<file path="src/core/pxo_pkg.sv">
// package for the port a / port b alternate override block
// assumes a single clock domain and plain wire-level pin ports
package pxo_pkg;

  // ****************************************
  // widths
  // ****************************************
  localparam int PORT_W = 8;

  // ****************************************
  // port b pin positions
  // ****************************************
  localparam int PB_SS   = 0;
  localparam int PB_SCK  = 1;
  localparam int PB_MOSI = 2;
  localparam int PB_MISO = 3;
  localparam int PB_CMP2A = 4;
  localparam int PB_CMP1A = 5;
  localparam int PB_CMP1B = 6;
  localparam int PB_OC7  = 7;

  // ****************************************
  // reset values of registered pin drive
  // ****************************************
  localparam logic [7:0] RST_PIN_OUT  = 8'h00;
  localparam logic [7:0] RST_PIN_OE_N = 8'hff;
  localparam logic [7:0] RST_PULLUP   = 8'h00;
  localparam logic [7:0] RST_SYNC     = 8'h00;

  // ****************************************
  // overrides that never act on these ports
  // ****************************************
  localparam logic [7:0] NO_TOGGLE    = 8'h00;
  localparam logic [7:0] NO_OVERRIDE  = 8'h00;

  // ****************************************
  // compare modulator modes on port b pin 7
  // ****************************************
  typedef enum logic [0:0]
  {
    OCM_AND = 1'b0,
    OCM_OR  = 1'b1
  } pxo_ocm_t;

endpackage

</file>
<file path="src/core/pxo_sync2.sv">
// two flip-flop synchroniser for a vector of pin levels
// assumes the inputs are asynchronous to clk
`timescale 1ns/1ps
module pxo_sync2 #(
  parameter int W = 8
) (
  // clock and reset
  input  wire logic         clk,
  input  wire logic         rstn,
  // levels
  input  wire logic [W-1:0] async_in,
  output logic      [W-1:0] sync_out
);

  logic [W-1:0] meta_ff;
  logic [W-1:0] sync_ff;

  // first stage feeds only the second stage
  always_ff @(posedge clk)
  begin
    if (!rstn)
    begin
      meta_ff <= '0;
      sync_ff <= '0;
    end
    else
    begin
      meta_ff <= async_in;
      sync_ff <= meta_ff;
    end
  end

  assign sync_out = sync_ff;

endmodule

</file>
<file path="src/core/pxo_pin_ctrl.sv">
// generic override cell for one port pin
// assumes override signals come from logic on the same clock
`timescale 1ns/1ps
module pxo_pin_ctrl (
  // port register bits
  input  wire logic pin_direction_bit,
  input  wire logic pin_output_bit,
  input  wire logic global_pullup_off,
  // alternate function overrides
  input  wire logic pullup_override_en,
  input  wire logic pullup_override_val,
  input  wire logic direction_override_en,
  input  wire logic direction_override_val,
  input  wire logic value_override_en,
  input  wire logic value_override_val,
  input  wire logic toggle_override_en,
  // resulting pin drive
  output logic      pin_val,
  output logic      pin_drive,
  output logic      pin_pullup
);

  wire out_bit;
  wire plain_pullup;

  // toggle inverts the output bit before any value override
  assign out_bit = pin_output_bit ^ toggle_override_en;

  // direction: override wins when enabled
  assign pin_drive = direction_override_en ? direction_override_val : pin_direction_bit;

  // value: override only matters while driver is on
  assign pin_val = (value_override_en && pin_drive) ? value_override_val : out_bit;

  // pull-up only for input with output bit one and global enable
  assign plain_pullup = !pin_direction_bit && pin_output_bit && !global_pullup_off;
  assign pin_pullup   = pullup_override_en ? pullup_override_val : plain_pullup;

endmodule

</file>
<file path="src/core/pxo_port_override.sv">
// alternate function override logic for port a and port b
// assumes memory, timer and spi engines sit on the same clock
// assumes pad logic resolves pin level from out and oe_n
`timescale 1ns/1ps
//
// Behaviour
// - a set global pull-up disable turns every normal pull-up off.
// - port a pin n carries address bit n then data bit n.
// - memory on with address phase or write forces port a pull-ups off.
// - memory on drives port a only in address phase or write, else input.
// - driven port a value is address during address phase, write data in a write, their or when both are on.
// - each port a pin input feeds the memory read data bit n.
// - port b pins 7 to 4 carry the timer compare outputs.
// - port b pins 3 to 0 serve miso, mosi, sck and slave select.
// - port b pin 7 takes timer0 compare a or timer1 compare c.
// - compare pins also carry the pwm waveforms of their timers.
// - without override a pull-up is on only for input, output bit one, no disable.
// - value override applies while the driver is on, else the output bit.
// - spi master forces miso to input, pull-up still from the output bit.
// - spi slave keeps slave select as input, active low from the far master.
//
module pxo_port_override (
  // clock and reset
  input  wire logic       clk,
  input  wire logic       rstn,

  // global port control
  input  wire logic       global_pullup_off,

  // port a register bits
  input  wire logic [7:0] porta_direction_bit,
  input  wire logic [7:0] porta_output_bit,

  // port b register bits
  input  wire logic [7:0] portb_direction_bit,
  input  wire logic [7:0] portb_output_bit,

  // external memory interface
  input  wire logic       ext_mem_enable,
  input  wire logic       address_phase_active,
  input  wire logic       mem_write_strobe,
  input  wire logic [7:0] mem_addr_low,
  input  wire logic [7:0] mem_write_data,
  output logic      [7:0] mem_read_data,

  // timer compare outputs
  input  wire logic       timer0_compare_a_out,
  input  wire logic       timer0_compare_a_en,
  input  wire logic       timer1_compare_a_out,
  input  wire logic       timer1_compare_a_en,
  input  wire logic       timer1_compare_b_out,
  input  wire logic       timer1_compare_b_en,
  input  wire logic       timer1_compare_c_out,
  input  wire logic       timer1_compare_c_en,
  input  wire logic       timer2_compare_a_out,
  input  wire logic       timer2_compare_a_en,
  input  wire logic       ocm_mode_or,

  // spi engine
  input  wire logic       spi_on_bit,
  input  wire logic       spi_master_select_bit,
  input  wire logic       spi_master_data_out,
  input  wire logic       spi_slave_data_out,
  input  wire logic       spi_sck_out,
  output logic            spi_master_data_in,
  output logic            spi_slave_data_in,
  output logic            spi_sck_in,
  output logic            spi_slave_select_n,

  // port a pins
  input  wire logic [7:0] porta_pin_in,
  output logic      [7:0] porta_pin_out,
  output logic      [7:0] porta_pin_oe_n,
  output logic      [7:0] porta_pullup,

  // port b pins
  input  wire logic [7:0] portb_pin_in,
  output logic      [7:0] portb_pin_out,
  output logic      [7:0] portb_pin_oe_n,
  output logic      [7:0] portb_pullup
);

  // ****************************************
  // declarations
  // ****************************************
  logic [7:0] porta_sync;
  logic [7:0] portb_sync;

  wire        mem_bus_out;
  wire        mem_pullup_kill;
  wire [7:0]  porta_pue;
  wire [7:0]  porta_dde;
  wire [7:0]  porta_ddv;
  wire [7:0]  porta_pve;
  wire [7:0]  porta_pvv;

  wire        spi_master;
  wire        spi_slave;
  wire        pin7_both;
  wire        pin7_mod;
  wire        pin7_en;
  wire        pin7_val;
  wire [7:0]  portb_pue;
  wire [7:0]  portb_puv;
  wire [7:0]  portb_dde;
  wire [7:0]  portb_pve;
  wire [7:0]  portb_pvv;
  wire [7:0]  spi_pullup_val;

  wire [7:0]  porta_val;
  wire [7:0]  porta_drive;
  wire [7:0]  porta_pu;
  wire [7:0]  portb_val;
  wire [7:0]  portb_drive;
  wire [7:0]  portb_pu;

  logic [7:0] porta_out_ff;
  logic [7:0] porta_oe_n_ff;
  logic [7:0] porta_pu_ff;
  logic [7:0] portb_out_ff;
  logic [7:0] portb_oe_n_ff;
  logic [7:0] portb_pu_ff;

  // ****************************************
  // pin input synchronisers
  // ****************************************
  // pin levels are asynchronous, so no logic reads them raw
  pxo_sync2 #(
    .W (8)
  ) u_sync_a (
    .clk      (clk),
    .rstn     (rstn),
    .async_in (porta_pin_in),
    .sync_out (porta_sync)
  );

  pxo_sync2 #(
    .W (8)
  ) u_sync_b (
    .clk      (clk),
    .rstn     (rstn),
    .async_in (portb_pin_in),
    .sync_out (portb_sync)
  );

  // ****************************************
  // port a: multiplexed address / data bus
  // ****************************************
  // bus is driven in address phase or during a write
  assign mem_bus_out     = address_phase_active || mem_write_strobe;
  assign mem_pullup_kill = ext_mem_enable && mem_bus_out;

  // per pin overrides, identical for all eight lines
  assign porta_pue = {8{mem_pullup_kill}};
  assign porta_dde = {8{ext_mem_enable}};
  assign porta_ddv = {8{mem_bus_out}};
  assign porta_pve = {8{ext_mem_enable}};

  // address and write data share the pins, each gated by its phase and ored
  assign porta_pvv = (mem_addr_low & {8{address_phase_active}})
                    | (mem_write_data & {8{mem_write_strobe}});

  // read data straight from the synchronised pins
  assign mem_read_data = porta_sync;

  // ****************************************
  // port b: spi mode decode
  // ****************************************
  assign spi_master = spi_on_bit && spi_master_select_bit;
  assign spi_slave  = spi_on_bit && !spi_master_select_bit;

  // forced inputs keep the pull-up of the output bit
  assign spi_pullup_val = portb_output_bit & {8{!global_pullup_off}};

  // ****************************************
  // port b: pin 7 compare modulator
  // ****************************************
  // both sources on would otherwise fight, so they are combined
  assign pin7_both = timer0_compare_a_en && timer1_compare_c_en;
  assign pin7_mod  = (ocm_mode_or == pxo_pkg::OCM_OR)
                   ? (timer0_compare_a_out || timer1_compare_c_out)
                   : (timer0_compare_a_out && timer1_compare_c_out);
  assign pin7_en   = timer0_compare_a_en || timer1_compare_c_en;
  assign pin7_val  = pin7_both ? pin7_mod
                   : (timer0_compare_a_en ? timer0_compare_a_out
                                          : timer1_compare_c_out);

  // ****************************************
  // port b: override vectors
  // ****************************************
  // compare pins: value only, direction stays software's
  // pwm waveforms arrive on the same compare lines
  assign portb_pve[pxo_pkg::PB_OC7]   = pin7_en;
  assign portb_pvv[pxo_pkg::PB_OC7]   = pin7_val;
  assign portb_pve[pxo_pkg::PB_CMP1B] = timer1_compare_b_en;
  assign portb_pvv[pxo_pkg::PB_CMP1B] = timer1_compare_b_out;
  assign portb_pve[pxo_pkg::PB_CMP1A] = timer1_compare_a_en;
  assign portb_pvv[pxo_pkg::PB_CMP1A] = timer1_compare_a_out;
  assign portb_pve[pxo_pkg::PB_CMP2A] = timer2_compare_a_en;
  assign portb_pvv[pxo_pkg::PB_CMP2A] = timer2_compare_a_out;

  // miso: input as master, slave data out as slave
  assign portb_dde[pxo_pkg::PB_MISO] = spi_master;
  assign portb_pve[pxo_pkg::PB_MISO] = spi_slave;
  assign portb_pvv[pxo_pkg::PB_MISO] = spi_slave_data_out;

  // mosi: input as slave, master data out as master
  assign portb_dde[pxo_pkg::PB_MOSI] = spi_slave;
  assign portb_pve[pxo_pkg::PB_MOSI] = spi_master;
  assign portb_pvv[pxo_pkg::PB_MOSI] = spi_master_data_out;

  // sck: input as slave, clock out as master
  assign portb_dde[pxo_pkg::PB_SCK]  = spi_slave;
  assign portb_pve[pxo_pkg::PB_SCK]  = spi_master;
  assign portb_pvv[pxo_pkg::PB_SCK]  = spi_sck_out;

  // slave select: input as slave, never value overridden
  assign portb_dde[pxo_pkg::PB_SS]   = spi_slave;
  assign portb_pve[pxo_pkg::PB_SS]   = 1'b0;
  assign portb_pvv[pxo_pkg::PB_SS]   = 1'b0;

  // compare pins never touch direction or pull-up
  assign portb_dde[7:4] = pxo_pkg::NO_OVERRIDE[7:4];

  // forced-input spi pins take the pull-up override
  assign portb_pue = {4'h0, portb_dde[3:0]};
  assign portb_puv = {4'h0, spi_pullup_val[3:0]};

  // ****************************************
  // spi inputs to the engine
  // ****************************************
  assign spi_master_data_in = portb_sync[pxo_pkg::PB_MISO];
  assign spi_slave_data_in  = portb_sync[pxo_pkg::PB_MOSI] && rstn;
  assign spi_sck_in         = portb_sync[pxo_pkg::PB_SCK];
  // slave select idles high outside slave mode
  assign spi_slave_select_n = spi_slave ? portb_sync[pxo_pkg::PB_SS] : 1'b1;

  // ****************************************
  // per pin override cells
  // ****************************************
  // toggle overrides stay tied off on both ports
  genvar gi;
  generate
    for (gi = 0; gi < pxo_pkg::PORT_W; gi++)
    begin : g_pin
      pxo_pin_ctrl u_pa (
        .pin_direction_bit      (porta_direction_bit[gi]),
        .pin_output_bit         (porta_output_bit[gi]),
        .global_pullup_off      (global_pullup_off),
        .pullup_override_en     (porta_pue[gi]),
        .pullup_override_val    (1'b0),
        .direction_override_en  (porta_dde[gi]),
        .direction_override_val (porta_ddv[gi]),
        .value_override_en      (porta_pve[gi]),
        .value_override_val     (porta_pvv[gi]),
        .toggle_override_en     (pxo_pkg::NO_TOGGLE[gi]),
        .pin_val                (porta_val[gi]),
        .pin_drive              (porta_drive[gi]),
        .pin_pullup             (porta_pu[gi])
      );

      pxo_pin_ctrl u_pb (
        .pin_direction_bit      (portb_direction_bit[gi]),
        .pin_output_bit         (portb_output_bit[gi]),
        .global_pullup_off      (global_pullup_off),
        .pullup_override_en     (portb_pue[gi]),
        .pullup_override_val    (portb_puv[gi]),
        .direction_override_en  (portb_dde[gi]),
        .direction_override_val (1'b0),
        .value_override_en      (portb_pve[gi]),
        .value_override_val     (portb_pvv[gi]),
        .toggle_override_en     (pxo_pkg::NO_TOGGLE[gi]),
        .pin_val                (portb_val[gi]),
        .pin_drive              (portb_drive[gi]),
        .pin_pullup             (portb_pu[gi])
      );
    end
  endgenerate

  // ****************************************
  // registered pin drive
  // ****************************************
  // one flop stage keeps pad outputs glitch free
  always_ff @(posedge clk)
  begin
    if (!rstn)
    begin
      porta_out_ff  <= pxo_pkg::RST_PIN_OUT;
      porta_oe_n_ff <= pxo_pkg::RST_PIN_OE_N;
      porta_pu_ff   <= pxo_pkg::RST_PULLUP;
    end
    else
    begin
      porta_out_ff  <= porta_val;
      porta_oe_n_ff <= ~porta_drive;
      porta_pu_ff   <= porta_pu;
    end
  end

  always_ff @(posedge clk)
  begin
    if (!rstn)
    begin
      portb_out_ff  <= pxo_pkg::RST_PIN_OUT;
      portb_oe_n_ff <= pxo_pkg::RST_PIN_OE_N;
      portb_pu_ff   <= pxo_pkg::RST_PULLUP;
    end
    else
    begin
      portb_out_ff  <= portb_val;
      portb_oe_n_ff <= ~portb_drive;
      portb_pu_ff   <= portb_pu;
    end
  end

  // ****************************************
  // pin outputs
  // ****************************************
  assign porta_pin_out  = porta_out_ff;
  assign porta_pin_oe_n = porta_oe_n_ff;
  assign porta_pullup   = porta_pu_ff;
  assign portb_pin_out  = portb_out_ff;
  assign portb_pin_oe_n = portb_oe_n_ff;
  assign portb_pullup   = portb_pu_ff;

endmodule

</file>
<file path="config.mk">
export PLATFORM = sky130hd
export DESIGN_NAME = pxo_port_override
export DESIGN_NICKNAME = d
export VERILOG_FILES = /design/src/core/pxo_pkg.sv /design/src/core/pxo_sync2.sv /design/src/core/pxo_pin_ctrl.sv /design/src/core/pxo_port_override.sv
export SDC_FILE = /design/constraint.sdc
export NUM_CORES = 1
export LEC_CHECK = 0
export BUFFER_PORTS_ARGS = -buffer_cell sky130_fd_sc_hd__buf_4
export CORE_AREA = 5 5 70 88
export DETAILED_ROUTE_END_ITERATION = 7
export DIE_AREA = 0 0 75 93
export GPL_ROUTABILITY_DRIVEN = 0
export MAX_ROUTING_LAYER = met4
export PLACE_DENSITY_LB_ADDON = 0.05
export SYNTH_ARGS = -nofsm -noshare
export SYNTH_HDL_FRONTEND = slang
export SYNTH_SLANG_ARGS = --single-unit
export TNS_END_PERCENT = 1
</file>
<file path="constraint.sdc">
create_clock -name clk -period 2 [get_ports clk]
set_input_delay 0 -clock clk [delete_from_list [all_inputs] [get_ports clk]]
set_output_delay 0 -clock clk [all_outputs]
set_load 0.05 [all_outputs]
</file>
==> summary.md, run 1 <==
| Metric | Value |
|---|---|
| Status | `complete, no violations` |
| Initial antenna violation count | `0` |
| Commonest non-fill, non-tap cell in the layout | `buf_4` |
| Final period util | `0.954` |
| Initial DRC count | `123` |
| Worst Hold Depth | `2` |
| RSZ-0062 raised after global routing | `false` |
| Initial Util | `0.435` |
| Total gr overflow | `0` |
| Largest net degree at the start of global routing | `37` |
| Comb power frac | `0.216` |
| Synth unique cells | `28` |
| Clk buf depth | `2` |
| Register bit total from synthesis | `72` |
| Critical path capture point type | `register` |
| Delay-heaviest family, CP | `buffers and inverters` |
| Die footprint | `0.00698 mm^2` |
| Synth Area in Compound Gates | `0.115` |
| Clk root buf | `clkbuf_8` |
| Layout Nets | `about 520` |
| CP Launch Type | `primary input` |
| First-pass GRT wire length | `around 12 mm` |
| Final wirelength | `7.78 mm` |
| Slew Viols, Final | `0` |
| Clock share of power | `0.327` |
| Multiplexer area fraction after synthesis | `0.0130` |
| Final HPWL DP | `about 4.6 mm` |
| Sequential Power Share | `0.457` |
| Ys Warns | `0` |
| Slew at the pin with the worst max-slew slack | `0.589 ns` |
| Input/output buffers | `141` |
| Worst R2R Start | `u_sync_a.meta_ff[2]` |
| Most used cell, CP | `dlygate4sd3_1` |
| Reg2Reg Depth | `1` |
| Post-Synth Adder-Cell Area | `0` |
| Max VDD drop | `0.694 mV` |
| Synth Area per Inst | `between 10 and 15 um^2` |
| Largest family of logic cells by synthesized area | `simple AND/OR/NAND/NOR gates` |
| Reg clk slew, reported paths | `around 0.070 ns` |
| CTS Buf Count | `9` |
| Critical R2R Capture | `u_sync_a.sync_out[2]` |
| N_diodes | `0` |
| Endpoints failing setup | `0` |
| Number of max-cap violations | `0` |
| R2r setup slk | `around 1.5 ns` |
| First-pass iteration count of the detailed router | `4` |
| Detail Route Antenna Nets | `0` |
| Power per Cell Area | `766 mW/mm^2` |
| Fmax | `524 MHz` |
| Cells after Synth | `209` |
| Cell Area, Synth | `0.00230 mm^2` |
| Total number of vias | `2371` |
| Critical path's largest stage delay | `0.57 ns` |
| Slowest library cell on the worst path | `dlygate4sd3_1` |
| Worst Setup SP | `portb_direction_bit[7]` |
| Hold endpoint | `porta_pin_oe_n[2]` |
| Seq/Total Area, Yosys | `0.626` |
| PnR Total Power | `3.34 mW` |
| Syn nets | `295` |
| Wire per inst | `15.6 um` |
| DR DRC count | `0` |
| Min-Delay Path Class | `primary input to register` |
| Commonest non-fill, non-tap cells in the layout | `buf_4 (140), dlygate4sd3_1 (78), dfxtp_1 (72)` |
| Worst hold start | `ext_mem_enable` |
| Critical Setup Path Class | `primary input to register` |
| Share of cells above drive strength 1 | `0.410` |
| Switching Fraction | `0.279` |
| Fin Hold WS | `0.0201 ns` |
| Setup Skew | `0.00261 ns` |
| Xor/xnor share of the synthesized area | `0` |
| Global Route Usage Sum | `0.236` |
| Row Count | `30` |
| Critical Path AT | `around 2.2 ns` |
| Top post-synthesis cells by area | `dfxtp_1 (63%), and2_1 (6.8%), nor3b_2 (4.3%)` |
| H-tree Lvls | `3` |
| Fin. Hold Viols | `0` |
| Num ports | `146` |
| Post-DR vias/cell | `4.76` |
| Worst skew pair latency | `0.34 ns` |
| Clock sinks | `72` |
| Post-synth top area share | `0.626` |
| Setup TNS | `0 ns` |
| Psw | `0.933 mW` |
| Data required time of the worst path | `around 2.3 ns` |
| Simple-Gate Fraction of Synth Area | `0.213` |
| CTS tree | `yes` |
| Postcts setup bufs | `0` |
| Final Critical Period | `between 1.5 and 2 ns` |
| Die X | `about 75 um` |
| Die height | `93 um` |
| Int Pwr | `2.41 mW` |
| Core ar. | `0.00529 mm^2` |
| Vias in the first global route | `between 2000 and 3000` |
| Leakage Power | `2.06 nW` |
| Worst Path Max Fanout | `5` |
| Synth area leader | `dfxtp_1` |
| P&R area growth vs syn | `89.4%` |
| Worst rel slew slack | `0.608` |
| Cell chain of the critical path | `dlygate4sd3_1 -> buf_4 -> o21ai_0 -> nand2_1 -> dlygate4sd3_1 -> a31oi_2 -> dlygate4sd3_1` |
| Crit path buf inv count | `4` |
-- what timing repair did --
item                                    in CTS  in global routing
hold buffers                                78                  0
endpoints found under the hold margin       60                  0
endpoints found under the setup margin       0                  9
gates resized for setup                      0                  2
-- Yosys cell counts (all sizes together) --
cell type and instances:
and2 25, nor3b 12, nand3 10, o21ai 11
a31oi 1, mux2i 3, buf 4, nand2b 2
nand2 18, nor2 14, a22oi 8, nor2b 1
a22o 8, o2111ai 1, inv 4, clkbuf 6
a21oi 7, a211oi 1, or2 1, dfxtp 72
-- metal layers --
metal  GRT usage  routed length [um]  up-vias
met5           -                   0        -
met4       0.119                 212        0
met3      0.0538                 646       19
met2       0.414                4090      108
met1       0.238                2830     1099
li1            -                   -     1145
-- worst max path at each step --
stage	end	cells after the start	slack (ns)
3_5_place_dp	porta_pin_oe_n[5]	4	0.67
2_1_floorplan	spi_slave_data_in	3	1.18
4_1_cts	porta_pullup[7]	7	0.14
3_3_place_gp	porta_pin_oe_n[3]	4	0.72
5_1_grt	portb_pin_out[7]	7	0.006
6_report	portb_pin_out[7]	7	0.09
-- sequential cells by signal, indices dropped and copies added, names as in the netlist --
name,flops
u_sync_a.meta_ff,8
u_sync_a.sync_out,8
porta_pin_out,8
u_sync_b.meta_ff,4
porta_pullup,8
portb_pin_oe_n,8
portb_pin_out,8
portb_pullup,8
porta_pin_oe_n,8
u_sync_b.sync_out,4
-- area by class of cell --
| class | instances | area [um^2] |
|---|---|---|
| Multi-Input combinational cell | 123 | 792 |
| Clock inverter | 6 | 60.1 |
| Sequential cell | 72 | 1440 |
| Tap cell | 64 | 80.1 |
| Inverter | 4 | 17.5 |
| Clock buffer | 10 | 128 |
| Timing Repair Buffer | 219 | 1840 |
| Fill cell | 321 | 931 |
-- per-stage QoR --
| stage | instance area (um^2) | utilization | worst slack (ns) | cells |
|---|---|---|---|---|
| 5_1_grt | 4360 | 0.824 | 0.00631 | 498 |
| 3_3_place_gp | 3380 | 0.639 | 0.717 | 404 |
| 6_report | 4360 | 0.824 | 0.0918 | 498 |
| 3_5_place_dp | 3380 | 0.639 | 0.673 | 404 |
| 4_1_cts | 4350 | 0.822 | 0.142 | 498 |
| 2_1_floorplan | 2300 | - | 1.18 | 209 |
-- power groups by stage --
stage	clock network, mW	registers, mW	logic [mW]
5_1_grt	1.16	1.53	0.762
3_5_place_dp	0	1.56	0.589
2_1_floorplan	0	1.76	0.128
4_1_cts	1.12	1.52	0.707
3_3_place_gp	0	1.56	0.584
6_report	1.09	1.53	0.722
-- kinds of logic (layout without fill, tap and decap cells) --
kind of cell	after synthesis	in the layout
mux	3	3
simple gates	83	83
flops	72	72
buf+inv	14	239
compound gates	37	37
Power figures use the tool's default switching activity.
==> inputs of run 2 (changes only) <==
--- a/config.mk
+++ b/config.mk
@@ -6,12 +6,13 @@
 export NUM_CORES = 1
 export LEC_CHECK = 0
 export BUFFER_PORTS_ARGS = -buffer_cell sky130_fd_sc_hd__buf_4
-export CORE_AREA = 5 5 70 88
+export CORE_AREA = 5 5 77 97
 export DETAILED_ROUTE_END_ITERATION = 7
-export DIE_AREA = 0 0 75 93
+export DIE_AREA = 0 0 82 102
 export GPL_ROUTABILITY_DRIVEN = 0
 export MAX_ROUTING_LAYER = met4
 export PLACE_DENSITY_LB_ADDON = 0.05
+export RECOVER_POWER = 25
 export SYNTH_ARGS = -nofsm -noshare
 export SYNTH_HDL_FRONTEND = slang
 export SYNTH_SLANG_ARGS = --single-unit
==> constraint.sdc (replaced) <==
create_clock -name clk -period 1.7 [get_ports clk]
set_input_delay 0 -clock clk [delete_from_list [all_inputs] [get_ports clk]]
set_output_delay 0 -clock clk [all_outputs]
set_load 0.05 [all_outputs]
==> run 2 against run 1 <==
Compared with the run above: clock skew is 0.0025 ns higher; global-route usage is 5.2 points lower; final cell count is 5.0% higher; critical endpoint is now portb_pin_out[3]; largest power group unchanged.
==> summary.md, run 2 (synthesis results as in run 1) <==
| Metric | Value |
|---|---|
| Initial DRC count | `86 (-30%)` |
| DR DRC count | `0 (unchanged)` |
| Multi-input gate area | `793 um^2 (+0.16%)` |
| Max VDD drop | `0.951 mV (+37%)` |
| CTS tree | `yes` |
| Die footprint | `0.00836 mm^2 (+20%)` |
| Core ar. | `0.00644 mm^2 (+22%)` |
| Critical path capture point type | `register` |
| Final HPWL DP | `4.82 mm (+4.8%)` |
| Fmax | `between 600 and 700 MHz` |
| P&R area growth vs syn | `95.3%` |
| Data required time of the worst path | `1.92 ns (-0.37 ns)` |
| Initial antenna violation count | `0 (unchanged)` |
| Layout Nets | `518 (+0.58%)` |
| Reg clk slew, reported paths | `0.07 ns (about the same)` |
| CTS Buf Count | `9 (unchanged)` |
| Clock sinks | `72 (unchanged)` |
| Commonest non-fill, non-tap cell in the layout | `buf_4` |
| Global Route Usage Sum | `0.184 (-0.0516)` |
| Die height | `102 um (+9.7%)` |
| H-tree Lvls | `3 (unchanged)` |
| Fin. Hold Viols | `0 (unchanged)` |
| Final Critical Period | `1.64 ns` |
| Clk root buf | `clkbuf_8` |
| Worst Path Max Fanout | `8 (+3)` |
| Status | `complete, no violations` |
| Fin Hold WS | `0.0200 ns (-0.000186 ns)` |
| Critical Setup Path Class | `primary input to register` |
| CP Launch Type | `primary input` |
| Slew Viols, Final | `0 (unchanged)` |
| Power per Cell Area | `975 mW/mm^2 (+27%)` |
| First-pass iteration count of the detailed router | `4 (unchanged)` |
| Postcts setup bufs | `0 (unchanged)` |
| Vias in the first global route | `2371 (-8.2%)` |
| Num ports | `146 (unchanged)` |
| Row Count | `33 (+10%)` |
| Initial Util | `0.358 (-0.0776)` |
| Critical Path AT | `1.86 ns (-0.33 ns)` |
| Largest net degree at the start of global routing | `36 (-2.7%)` |
| Fill cells | `508 (+58%)` |
| First-pass GRT wire length | `11.2 mm (-6.5%)` |
| Post-DR vias/cell | `4.46 (-6.4%)` |
| Wire per inst | `14.3 um (-8.7%)` |
| Share of cells above drive strength 1 | `0.411 (+0.000412)` |
| Die X | `82 um (+9.3%)` |
| Commonest non-fill, non-tap cells in the layout | `buf_4 (141), dlygate4sd3_1 (80), dfxtp_1 (72)` |
| Total number of vias | `2330 (-1.7%)` |
| Total gr overflow | `0 (unchanged)` |
| Setup Skew | `0.00513 ns (+0.00251 ns)` |
| Worst rel slew slack | `0.622 (+0.0142)` |
| Min-Delay Path Class | `primary input to register` |
| Final period util | `0.964` |
| Setup TNS | `0 ns (unchanged)` |
| Endpoints failing setup | `0 (unchanged)` |
| Input/output buffers | `141 (unchanged)` |
| Leakage Power | `2.10 nW (+1.9%)` |
| Register Area | `0.00144 mm^2 (unchanged)` |
| Number of max-cap violations | `0 (unchanged)` |
| Worst skew pair latency | `0.33 ns (about the same)` |
| Clk buf depth | `2 (unchanged)` |
| Slew at the pin with the worst max-slew slack | `0.567 ns (-0.0213 ns)` |
| Detail Route Antenna Nets | `0 (unchanged)` |
| Final wirelength | `7.46 mm (-4.1%)` |
| N_diodes | `0 (unchanged)` |
## run 2: changes by cell type in the layout (fill, tap and decap cells not counted), sizes merged
cell and change:
dlygate4sd3 +2, bufinv +3, clkinvlp -2, buf +1
clkinv -2
## run 2: what timing repair did
item | CTS | global route
endpoints found under the setup margin | 0 | 13
endpoints found under the hold margin | 60 | 0
hold buffers | 80 | 0
gates resized for setup | 0 | 3
## run 2: final timing paths
check	end	start	cells after the start	slack (ns)
max reg2reg	u_sync_b.sync_out[3]	u_sync_b.meta_ff[3]	1	1.16
max	portb_pin_out[3]	spi_master_select_bit	7	0.06
min	porta_pin_out[1]	mem_write_data[1]	4	0.02
min reg2reg	u_sync_b.sync_out[2]	u_sync_b.meta_ff[2]	1	0.43
## run 2: metal layers
layer  global-route usage  part of all wire  up-vias
met5                    -                 0        -
met4               0.0742             0.015        0
met3               0.0494             0.085       11
met2                0.317              0.51      110
met1                0.198              0.39     1059
li1                     -                 -     1150
## run 2: worst max-delay path: stages
cell and delay [ns]:
dlygate4sd3_1 0.54, buf_4 0.15, nand2b_2 0.24, nor2_1 0.15, mux2i_1 0.18, dlygate4sd3_1 0.56
nor2_1 0.04
## run 2: stage by stage
step	setup slack (ns)	power, mW	utilization	std cells	instance area, um^2
after global placement	0.658	2.52	0.531	428	3420
final	0.0618	4.39	0.698	523	4500
after detailed placement	0.625	2.53	0.531	428	3420
after floorplan	0.882	2.23	-	209	2300
after global routing	-0.00528	4.58	0.698	523	4500
after CTS	0.0301	4.42	0.697	523	4490
## run 2: power by group
| part | total [mW] | switching [mW] | internal [mW] |
|---|---|---|---|
| Combinational | 0.840 | 0.451 | 0.389 |
| Sequential | 1.79 | 0.0211 | 1.77 |
| Clock | 1.75 | 0.597 | 1.16 |
| Total | 4.39 | 1.07 | 3.32 |
## run 2: final cells by class
type / count / area share
repair buffers: 222 / 0.416
inverters: 4 / 0.00389
clock buffers: 10 / 0.0306
multi-input cells: 123 / 0.176
clock inverters: 5 / 0.0287
well taps: 87 / 0.0242
flip-flops and latches: 72 / 0.320
==> inputs of run 3 (changes only) <==
--- a/config.mk
+++ b/config.mk
@@ -6,14 +6,15 @@
 export NUM_CORES = 1
 export LEC_CHECK = 0
 export BUFFER_PORTS_ARGS = -buffer_cell sky130_fd_sc_hd__buf_4
-export CORE_AREA = 5 5 77 97
+export CORE_AREA = 2 2 106 133
 export DETAILED_ROUTE_END_ITERATION = 7
-export DIE_AREA = 0 0 82 102
+export DIE_AREA = 0 0 108 135
 export GPL_ROUTABILITY_DRIVEN = 0
 export MAX_ROUTING_LAYER = met4
 export PLACE_DENSITY_LB_ADDON = 0.05
 export RECOVER_POWER = 25
 export SYNTH_ARGS = -nofsm -noshare
 export SYNTH_HDL_FRONTEND = slang
+export SYNTH_HIERARCHICAL = 1
 export SYNTH_SLANG_ARGS = --single-unit
 export TNS_END_PERCENT = 1
==> run 3 against run 2 <==
Compared with the run above: die area grew 74%; total power increased by 16%; largest power group is now the clock network; critical path depth down 2; first-iteration DRC count is 65% lower; count of clock-buffer cells in the layout up 1; non-clock buffer count decreased by 48; routed wire length increased by 6.4%; worst setup slack gained 0.48 ns; synthesized cell count up 39%; combinational power is 29% higher; worst hold slack got worse by 0.0091 ns.
==> summary.md, run 3 <==
| Metric | Value |
|---|---|
| Status | `complete, no violations` |
| Ys Warns | `6 (+6)` |
| Critical path's largest stage delay | `0.54 ns (-0.02 ns)` |
| Initial antenna violation count | `0 (unchanged)` |
| Int Pwr | `3.74 mW (+13%)` |
| Finished Cell Area | `0.00508 mm^2 (+13%)` |
| Worst Setup SP | `porta_direction_bit[6]` |
| Worst skew pair latency | `0.33 ns (about the same)` |
| Die height | `135 um (+32%)` |
| Worst R2R Start | `u_sync_a/meta_ff[6]` |
| Final wirelength | `7.94 mm (+6.4%)` |
| Setup Skew | `0.00222 ns (-0.00291 ns)` |
| Register Area | `0.00144 mm^2 (unchanged)` |
| Layout Nets | `603 (+16%)` |
| Die X | `108 um (+32%)` |
| Commonest non-fill, non-tap cells in the layout | `buf_4 (131), dfxtp_1 (72), conb_1 (51)` |
| Total number of vias | `2699 (+16%)` |
| Die footprint | `0.0146 mm^2 (+74%)` |
| First-pass GRT wire length | `12.2 mm (+8.7%)` |
| Pre-CTS setup slack | `0.380 ns (-0.245 ns)` |
| Critical R2R Capture | `u_sync_a/sync_out[6]` |
| Largest net degree at the start of global routing | `66 (+83%)` |
| N_diodes | `0 (unchanged)` |
| Switching Fraction | `0.264 (+0.0200)` |
| Sequential Power Share | `0.358 (-0.051)` |
| Placed Cells | `647 (+51%)` |
| End of the critical path | `porta_pin_out[6]` |
| Fill cells | `1381 (+170%)` |
| Critical Path AT | `1.38 ns (-0.48 ns)` |
| Fin. Hold Viols | `0 (unchanged)` |
| H-tree Lvls | `3 (unchanged)` |
| Vias in the first global route | `2571 (+8.4%)` |
| DR DRC count | `0 (unchanged)` |
| Power per Cell Area | `1000 mW/mm^2 (+2.5%)` |
| First-pass iteration count of the detailed router | `4 (unchanged)` |
| Clock share of power | `0.430 (+0.030)` |
| Critical path capture point type | `register` |
| Initial DRC count | `30 (-65%)` |
| Endpoints failing setup | `0 (unchanged)` |
| R2r setup slk | `1.13 ns (-0.03 ns)` |
| Worst Path Max Fanout | `3 (-5)` |
| Multi-input gate area | `0.00164 mm^2 (+110%)` |
| Detail Route Antenna Nets | `0 (unchanged)` |
| Clk buf depth | `2 (unchanged)` |
| Global Route Usage Sum | `0.113 (-0.0709)` |
| CTS Buf Count | `9 (unchanged)` |
| CTS tree | `yes` |
| Input/output buffers | `141 (unchanged)` |
| Data required time of the worst path | `1.92 ns (about the same)` |
| Min-Delay Path Class | `primary input to register` |
| Final Critical Period | `1.16 ns (-0.479 ns)` |
| Slew Viols, Final | `0 (unchanged)` |
| Cell Area, Synth | `0.00304 mm^2 (+32%)` |
| Synth Area per Inst | `10.4 um^2 (-5.2%)` |
| Worst hold start | `timer2_compare_a_out` |
| Final period util | `0.682 (-0.282)` |
| Cell chain of the critical path | `dlygate4sd3_1 -> buf_4 -> mux2_1 -> a31o_1 -> and2_1` |
| Setup TNS | `0 ns (unchanged)` |
| Commonest non-fill, non-tap cell in the layout | `buf_4` |
| Cells after Synth | `291 (+39%)` |
| Max VDD drop | `0.524 mV (-45%)` |
| Post-DR vias/cell | `3.89 (-13%)` |
| Reg2Reg Depth | `1 (unchanged)` |
| Leakage Power | `2.37 nW (+13%)` |
| Num ports | `146 (unchanged)` |
| Worst rel slew slack | `0.631 (+0.00942)` |
| Initial Util | `0.230 (-0.128)` |
| CP Launch Type | `primary input` |
| Share of cells above drive strength 1 | `0.400 (-0.0102)` |
| Final worst slack | `0.540 ns (+0.479 ns)` |
| Post-CTS sizing | `0 (unchanged)` |
| Clock sinks | `72 (unchanged)` |
| Critical Setup Path Class | `primary input to register` |
| Fmax | `862 MHz (+41%)` |
| Number of max-cap violations | `0 (unchanged)` |
| Reg clk slew, reported paths | `0.06 ns (about the same)` |
| Final HPWL DP | `5.69 mm (+18%)` |
| Clk root buf | `clkbuf_16` |
| RSZ-0062 raised after global routing | `false` |
| Slowest library cell on the worst path | `dlygate4sd3_1` |
| Row Count | `47 (+42%)` |
| Total gr overflow | `0 (unchanged)` |
| Wire per inst | `11.5 um (-20%)` |
| Dpl cell area | `0.00446 mm^2 (+30%)` |
| Psw | `1.34 mW (+25%)` |
| Fin cells | `693 (+33%)` |
| Core ar. | `0.0132 mm^2 (+110%)` |
| P&R area growth vs syn | `67.0%` |
| Comb power frac | `0.212 (+0.021)` |
| Slew at the pin with the worst max-slew slack | `0.553 ns (-0.0141 ns)` |
-- run 3: final cells by class --
type	instances	area share
Clock buffer	11	0.0478
Clock inverter	5	0.0204
Inverter	17	0.0126
Multi-Input combinational cell	243	0.322
Sequential cell	72	0.284
Tap cell	171	0.0421
Timing Repair Buffer	174	0.271
-- run 3: repair_timing --
action,CTS,global route
hold buffers,30,0
buffers inserted,0,0
hold endpoints to repair,34,0
setup endpoints to repair,0,0
-- run 3: how the worst min path moves through the flow --
stage / depth (start not counted) / to
2_1_floorplan: 1 / u_sync_a/meta_ff[1]
3_3_place_gp: 2 / u_sync_b/meta_ff[3]
3_5_place_dp: 2 / u_sync_b/meta_ff[1]
4_1_cts: 3 / portb_pin_out[5]
5_1_grt: 3 / portb_pin_out[3]
6_report: 3 / portb_pin_out[4]
-- run 3: stage by stage --
stage	hold WS, ns	util	total power, mW
final	0.0108	0.384	5.08
after global routing	0.00511	0.384	5.34
after CTS	0.00162	0.386	5.20
after detailed placement	0.213	0.337	2.91
after global placement	0.209	0.337	2.90
after floorplan	0.127	-	2.52
-- run 3: critical path, delay by kind of cell --
family | cells | cell delay, ns
mux | 1 | 0.33
compound gates | 1 | 0.23
simple gates | 1 | 0.14
buf+inv | 2 | 0.68
-- run 3: power groups by stage --
stage / Sequential (mW) / Combinational, mW / Clock [mW]
finish: 1.82 / 1.08 / 2.18
detailed placement: 1.86 / 1.05 / 0
CTS: 1.82 / 1.11 / 2.27
floorplan: 2.17 / 0.353 / 0
global route: 1.83 / 1.16 / 2.35
global placement: 1.86 / 1.05 / 0
-- run 3: metal layers --
metal  GRT usage  vias up  routed length (um)
met5           -        -                   0
met4      0.0449        0                 133
met3      0.0391        8                 603
met2       0.191       96                3800
met1       0.122     1205                3400
li1            -     1390                   -
